<file path="src/inc/smc_consts.svh">
// Constants for the static memory port: widths, strobe phase lengths, encodings
`ifndef SMC_CONSTS_SVH
`define SMC_CONSTS_SVH

`define SMC_ADDR_W      25
`define SMC_DATA_W      16
`define SMC_BANKS       4
`define SMC_BANK_W      2
`define SMC_LANES       2
`define SMC_CNT_W       4
// Phase lengths in ref_clk cycles (one cycle is 20 ns)
`define SMC_SETUP_CYC   4'h2
`define SMC_ACCESS_CYC  4'h4
`define SMC_HOLD_CYC    4'h1
`define SMC_CNT_ONE     4'h1
`define SMC_CNT_ZERO    4'h0
`define SMC_ADDR_IDLE   25'h0000000
`define SMC_DATA_IDLE   16'h0000
`define SMC_LANES_NONE  2'h3
`define SMC_BANKS_NONE  4'hf
`define SMC_LANE_LO     2'h1
`define SMC_LANE_HI     2'h2
`define SMC_LANE_BOTH   2'h3

`endif

</file>
<file path="src/inc/smc_pkg.sv">
// Types shared by the static memory port design
package smc_pkg;

    // Access request from the internal side
    typedef struct packed {
        logic        write;
        logic [1:0]  bank;
        logic [24:0] addr;
        logic [1:0]  lanes;   // Active high: bit0 lower byte, bit1 upper byte
        logic [15:0] wdata;
    } smc_req_s;

    // External pin group, active-low strobes
    typedef struct packed {
        logic [24:0] ext_addr;
        logic [1:0]  byte_lane_sel_n;
        logic [3:0]  mem_bank_sel_n;
        logic        out_en_strobe_n;
        logic        rd_strobe_n;
        logic        wr_strobe_n;
    } smc_pins_s;

    // Access sequencer states, Gray coded along idle-setup-access-hold
    typedef enum logic [1:0] {
        SMC_IDLE   = 2'b00,
        SMC_SETUP  = 2'b01,
        SMC_ACCESS = 2'b11,
        SMC_HOLD   = 2'b10
    } smc_state_e;

endpackage

</file>
<file path="src/logic/smc_phase_timer.sv">
// Down-counter that times each phase of an external access
`timescale 1ns/1ps
`include "smc_consts.svh"

module smc_phase_timer (
    // Clock and reset
    input  wire logic                  ref_clk,
    input  wire logic                  rst_n,
    // Control
    input  wire logic                  load,
    input  wire logic [`SMC_CNT_W-1:0] load_val,
    input  wire logic                  hold_off,
    // Status
    output logic                       last
);

    logic [`SMC_CNT_W-1:0] cnt_reg;

    // Count down; hold_off freezes the count so a slow memory can stretch
    always_ff @(posedge ref_clk or negedge rst_n) begin
        if (!rst_n) begin
            cnt_reg <= `SMC_CNT_ZERO;
        end else if (load) begin
            cnt_reg <= load_val;
        end else if (!hold_off && cnt_reg != `SMC_CNT_ZERO) begin
            cnt_reg <= cnt_reg - `SMC_CNT_ONE;
        end
    end

    // Last cycle of the phase; kept independent of load, which the sequencer
    // decodes from this very signal, so no combinational loop can form
    assign last = (cnt_reg == `SMC_CNT_ONE) && !hold_off;

endmodule

</file>
<file path="src/logic/smc_static_mem_ctrl.sv">
// Asynchronous static memory port: sequences external reads and writes
`timescale 1ns/1ps
`include "smc_consts.svh"


module smc_static_mem_ctrl (
    // Clock and reset
    input  wire logic                   ref_clk,
    input  wire logic                   rst_n,
    // Internal request side
    input  wire logic                   req_valid,
    input  wire smc_pkg::smc_req_s      req,
    output logic                        req_ready,
    output logic                        rsp_valid,
    output logic [`SMC_DATA_W-1:0]      rsp_rdata,
    // External memory pins
    output smc_pkg::smc_pins_s          pins,
    input  wire logic                   ext_wait_ready,
    input  wire logic [`SMC_DATA_W-1:0] ext_data_i,
    output logic [`SMC_DATA_W-1:0]      ext_data_o,
    output logic                        ext_data_oe_n
);

    ////////////////////////////////////////////////////////////////////////////
    // Decode helpers

    // One-hot active-low bank select
    function automatic logic [`SMC_BANKS-1:0] bank_dec(input logic [`SMC_BANK_W-1:0] b);
        logic [`SMC_BANKS-1:0] v;
        v = `SMC_BANKS_NONE;
        v[b] = 1'b0;
        return v;
    endfunction

    // Active-low byte-lane pattern from active-high lane request
    function automatic logic [`SMC_LANES-1:0] lane_dec(input logic [`SMC_LANES-1:0] l);
        logic [`SMC_LANES-1:0] v;
        v = `SMC_LANES_NONE;
        unique case (l)
            `SMC_LANE_LO: v = 2'b10;
            `SMC_LANE_HI: v = 2'b01;
            default: v = 2'b00;   // Both-lane and empty masks
        endcase
        return v;
    endfunction

    ////////////////////////////////////////////////////////////////////////////
    // Sequencer

    smc_pkg::smc_state_e state_reg;
    smc_pkg::smc_state_e state_next;
    smc_pkg::smc_req_s   req_reg;
    logic                phase_load;
    logic [`SMC_CNT_W-1:0] phase_val;
    logic                phase_last;
    logic                take;

    assign req_ready = (state_reg == smc_pkg::SMC_IDLE);
    assign take      = req_valid && req_ready;

    // Next state; ready only gates the access phase
    always_comb begin
        state_next = state_reg;
        phase_load = 1'b0;
        phase_val  = `SMC_SETUP_CYC;
        unique case (state_reg)
            smc_pkg::SMC_IDLE: begin
                if (take) begin
                    state_next = smc_pkg::SMC_SETUP;
                    phase_load = 1'b1;
                    phase_val  = `SMC_SETUP_CYC;
                end
            end
            smc_pkg::SMC_SETUP: begin
                if (phase_last) begin
                    state_next = smc_pkg::SMC_ACCESS;
                    phase_load = 1'b1;
                    phase_val  = `SMC_ACCESS_CYC;
                end
            end
            smc_pkg::SMC_ACCESS: begin
                if (phase_last) begin
                    state_next = smc_pkg::SMC_HOLD;
                    phase_load = 1'b1;
                    phase_val  = `SMC_HOLD_CYC;
                end
            end
            smc_pkg::SMC_HOLD: begin
                if (phase_last) begin
                    state_next = smc_pkg::SMC_IDLE;
                end
            end
        endcase
    end

    smc_phase_timer u_timer (
        .ref_clk  (ref_clk),
        .rst_n    (rst_n),
        .load     (phase_load),
        .load_val (phase_val),
        .hold_off ((state_reg == smc_pkg::SMC_ACCESS) && !ext_wait_ready),
        .last     (phase_last)
    );

    // State register
    always_ff @(posedge ref_clk or negedge rst_n) begin
        if (!rst_n) begin
            state_reg <= smc_pkg::SMC_IDLE;
        end else begin
            state_reg <= state_next;
        end
    end

    // Latch the request so pins stay stable through the access
    always_ff @(posedge ref_clk or negedge rst_n) begin
        if (!rst_n) begin
            req_reg <= '0;
        end else if (take) begin
            req_reg <= req;
        end
    end

    ////////////////////////////////////////////////////////////////////////////
    // Pin drive, registered so strobes never glitch

    logic in_access_next;
    assign in_access_next = (state_next != smc_pkg::SMC_IDLE);

    // Address, bank and lanes follow the next state
    always_ff @(posedge ref_clk or negedge rst_n) begin
        if (!rst_n) begin
            pins.ext_addr        <= `SMC_ADDR_IDLE;
            pins.mem_bank_sel_n  <= `SMC_BANKS_NONE;
            pins.byte_lane_sel_n <= `SMC_LANES_NONE;
        end else if (in_access_next) begin
            pins.ext_addr        <= take ? req.addr : req_reg.addr;
            pins.mem_bank_sel_n  <= bank_dec(take ? req.bank : req_reg.bank);
            pins.byte_lane_sel_n <= (take ? req.write : req_reg.write)
                                    ? lane_dec(take ? req.lanes : req_reg.lanes)
                                    : `SMC_LANE_BOTH ^ `SMC_LANE_BOTH;
        end else begin
            pins.mem_bank_sel_n  <= `SMC_BANKS_NONE;
            pins.byte_lane_sel_n <= `SMC_LANES_NONE;
        end
    end

    // Read strobes: both open at setup start and close at hold
    always_ff @(posedge ref_clk or negedge rst_n) begin
        if (!rst_n) begin
            pins.out_en_strobe_n <= 1'b1;
            pins.rd_strobe_n     <= 1'b1;
        end else begin
            pins.out_en_strobe_n <= !((state_next == smc_pkg::SMC_SETUP ||
                                       state_next == smc_pkg::SMC_ACCESS) &&
                                      !(take ? req.write : req_reg.write));
            pins.rd_strobe_n     <= !((state_next == smc_pkg::SMC_SETUP ||
                                       state_next == smc_pkg::SMC_ACCESS) &&
                                      !(take ? req.write : req_reg.write));
        end
    end

    always_ff @(posedge ref_clk or negedge rst_n) begin
        if (!rst_n) begin
            pins.wr_strobe_n <= 1'b1;
        end else begin
            pins.wr_strobe_n <= !(state_next == smc_pkg::SMC_ACCESS && req_reg.write);
        end
    end

    // drive data only from setup to hold of a write
    always_ff @(posedge ref_clk or negedge rst_n) begin
        if (!rst_n) begin
            ext_data_o    <= `SMC_DATA_IDLE;
            ext_data_oe_n <= 1'b1;
        end else if (in_access_next && (take ? req.write : req_reg.write)) begin
            ext_data_o    <= take ? req.wdata : req_reg.wdata;
            ext_data_oe_n <= 1'b0;
        end else begin
            ext_data_o    <= `SMC_DATA_IDLE;
            ext_data_oe_n <= 1'b1;
        end
    end

    // Capture read data on the last access cycle, while strobes still stand
    always_ff @(posedge ref_clk or negedge rst_n) begin
        if (!rst_n) begin
            rsp_valid <= 1'b0;
            rsp_rdata <= `SMC_DATA_IDLE;
        end else begin
            rsp_valid <= (state_reg == smc_pkg::SMC_ACCESS) && phase_last;
            if ((state_reg == smc_pkg::SMC_ACCESS) && phase_last && !req_reg.write) begin
                rsp_rdata <= ext_data_i;
            end
        end
    end

endmodule

</file>
<file path="config.mk">
export PLATFORM = sky130hd
export DESIGN_NAME = smc_static_mem_ctrl
export DESIGN_NICKNAME = d
export VERILOG_FILES = /design/src/inc/smc_pkg.sv /design/src/logic/smc_phase_timer.sv /design/src/logic/smc_static_mem_ctrl.sv
export VERILOG_INCLUDE_DIRS = /design/src /design/src/inc
export SDC_FILE = /design/constraint.sdc
export NUM_CORES = 1
export LEC_CHECK = 0
export ABC_CLOCK_PERIOD_IN_PS = 3700
export BUFFER_PORTS_ARGS = -buffer_cell sky130_fd_sc_hd__buf_2
export CORE_MARGIN = 4
export CORE_UTILIZATION = 35
export CTS_CLUSTER_SIZE = 10
export DETAILED_ROUTE_END_ITERATION = 8
export GPL_ROUTABILITY_DRIVEN = 0
export PLACE_DENSITY_LB_ADDON = 0.2
export SYNTH_ARGS = -nofsm -noshare
export SYNTH_HDL_FRONTEND = slang
export SYNTH_HIERARCHICAL = 1
export SYNTH_SLANG_ARGS = --single-unit
</file>
<file path="constraint.sdc">
create_clock -name ref_clk -period 3.7 [get_ports ref_clk]
set_clock_uncertainty 0.2 [all_clocks]
set_input_delay 0.37 -clock ref_clk [delete_from_list [all_inputs] [get_ports ref_clk]]
set_output_delay 0.37 -clock ref_clk [all_outputs]
set_load 0.005 [all_outputs]
</file>
==> run summary <==
Worst Tran Pin Value -> 0.8460 ns
vias in the first global route -> 3795
fin area -> 6790 µm²
hold crit path type -> in2reg
Ant. Diodes -> 0
WL final -> 11680 µm
Critical Path Source Type -> flop
post-layout minimum cycle time -> 2.620 ns
max-slew violation count -> 0
final hold viol count -> 0
Initial Util -> 36.34%
largest net degree at the start of global routing -> 73
unrepaired setup endpoints after global routing -> no
TNS Setup -> 0 ns
Sw Share -> 28.82%
TritonCTS buffer count -> 17
LEAKAGE -> 0.003330 µW
dpl cell area -> 5677 µm²
Skew-Pair Late Insertion Delay -> 0.41 ns
DP HPWL -> 7082 µm
Mapped Avg Cell Area -> 12.34 µm²
synth unique cells -> 45
Clock power frac -> 28.6%
synthesized flop and latch total -> 119
Yosys warning count -> 6
die area -> 15920 µm²
status -> finished, final reports clean
area delta synth->final -> 38.90%
I/O pin count -> 135
PostCTS Resize Cnt -> 0
first-pass GRT wire length -> 19200 µm
drt pass-1 iters -> 5
gr usage total -> 15.24%
gr ovfl total -> 0
initial antenna violation count -> 0
share of post-route cells with drive strength above 1 -> 37.56%
Post-CTS Hold Buffers -> 57
Die Span X -> 126.2 µm
cell row count -> 42
Reg clk slew, reported paths -> 0.05 ns
Residual DRC -> 0
Die Y -> 126.2 µm
Psw -> 1500 µW
total of max-cap violations -> 0
CP max FO -> 17
fill count -> 1238
fraction of registers with async set/reset -> 100.0%
Detailed Route Iter0 Violations -> 139
Post-synth EDFFs -> 0
Routed Antenna Nets -> 0
Max VDD drop -> 0.0004207 V
Slew headroom -> 43.60%
final setup violation count -> 0
CP Capture Type -> flop
Post-Synthesis Cells -> 396
Crit path required time -> 3.73 ns
Tcrit/Tclk final -> 70.81%
Post-Syn Nets -> 464
Clock Sinks -> 119
WS Path Type -> reg2reg
Fmax -> 0.3817 GHz
register area share after synthesis -> 61.15%
vias post-DR -> 3679
CTS tree -> done
Vias/cell -> 4.747
IO buf count -> 134
Critical Path AT -> 2.65 ns
combinational power share -> 28.3%
H-tree depth -> 4
core box area -> 13450 µm²
Post-CTS Setup Bufs -> 0
CTS Buffer Depth -> 2
number of flip-flops in the largest register -> 46
internal power -> 3706 µW
Synth Flop Type -> dfrtp_1
root buf cell -> clkbuf_16
PD cells -> 766.6 nW/µm²
sequential share of power -> 43.1%
Post-Syn Area -> 4888 µm²
Final #Nets -> 655
WL per Instance -> 15.07 µm
-- synth_stat cells, types with 3 or more instances --
master | n | area (µm²)
a21boi_0 | 5 | 37.54
a21boi_1 | 11 | 82.58
and3_1 | 4 | 25.02
buf_2 | 9 | 45.04
buf_4 | 3 | 22.52
buf_6 | 5 | 56.30
clkbuf_1 | 6 | 22.52
dfrtp_1 | 110 | 2753
dfstp_2 | 9 | 236.5
inv_1 | 6 | 22.52
mux2_1 | 11 | 123.9
mux2_2 | 11 | 123.9
mux2_4 | 10 | 150.1
nand2_1 | 92 | 345.3
nand2b_1 | 28 | 175.2
nand3_1 | 4 | 20.02
nor2_1 | 5 | 18.77
nor3_1 | 3 | 15.01
nor3b_1 | 4 | 30.03
nor3b_2 | 3 | 37.54
o21ai_1 | 6 | 30.03
o221a_1 | 5 | 56.30
o221a_2 | 20 | 225.2
-- cell families after synthesis --
kind of cell / after synthesis / synth area share, %
AO/OA/AOI/OAI: 57 / 10.29
adder cells (fa/ha/maj): 2 / 0.5118
buffers and inverters: 30 / 3.762
flip-flops: 119 / 61.15
multiplexers: 32 / 8.139
other: 1 / 0.07671
AND/OR/NAND/NOR: 155 / 16.07
-- through the flow --
step | setup WS, ns | total power (µW) | hold slack, ns | std cells | utilization [%]
3_3_place_gp | 1.208 | 3646 | 0.2581 | 687 | 42.20
5_1_grt | 0.8806 | 5563 | 0.009969 | 775 | 50.47
6_report | 1.080 | 5206 | 0.01934 | 775 | 50.47
3_5_place_dp | 1.078 | 3699 | 0.2678 | 687 | 42.20
4_1_cts | 1.065 | 5274 | 0.002285 | 775 | 50.47
2_1_floorplan | 1.051 | 3104 | -0.1256 | 396 | -
-- power groups by stage --
stage                     sequential [µW]  combinational [µW]  clock (µW)
after global placement               2240                1410           0
after floorplan                      2210                 891           0
final                                2240                1470        1490
after CTS                            2240                1500        1530
after global routing                 2310                1660        1590
after detailed placement             2250                1450           0
-- worst max-delay path, stage by stage (launching register included) --
cell and delay, ns:
dfrtp_1 0.55, nand2_1 0.14, nor2_1 0.12, nor4b_1 0.30, buf_4 0.20, nor2b_1 0.08, o21ai_2 0.63, a21boi_0 0.22
-- path summary, 6_finish.rpt --
check | start | end | slack [ns] | cells past startpoint
setup / recovery | state_reg[0] | ext_data_o[1] | 1.08 | 7
hold / removal | req[15] | req_reg[15] | 0.02 | 2
setup reg to reg | state_reg[0] | ext_data_o[1] | 1.08 | 7
hold reg to reg | req_reg[34] | req_reg[34] | 0.28 | 2
max in group asynchronous | rst_n | pins[5] | 2.06 | 3
min in group asynchronous | rst_n | req_reg[23] | 0.38 | 2
-- metal layers --
layer | vias up | part of all wire, % | track usage, %
met3 | 18 | 6.0 | 5.123
met2 | 102 | 47 | 24.07
li1 | 1749 | - | -
met4 | 0 | 2.2 | 6.877
met5 | - | 0 | 0
met1 | 1810 | 45 | 19.00
-- cell usage in the layout (no fill, tap or decap), types with 11 or more instances in the layout --
cell type	n
dfrtp_1	110
mux2_1	11
o221a_2	20
nand2_1	92
clkbuf_16	17
mux2_2	11
nand2b_1	28
a21boi_1	11
dlygate4sd3_1	57
buf_2	133
-- area by class of cell --
class | instances | area, µm² | area share (%)
clock buffer | 27 | 523.0 | 7.702
clock inverter | 4 | 20.02 | 0.2948
inverter | 6 | 22.52 | 0.3317
multi-input combinational | 247 | 1722 | 25.35
sequential | 119 | 2989 | 44.02
tap | 176 | 220.2 | 3.243
timing repair buffer | 196 | 1294 | 19.05
Power figures use the tool's default switching activity.
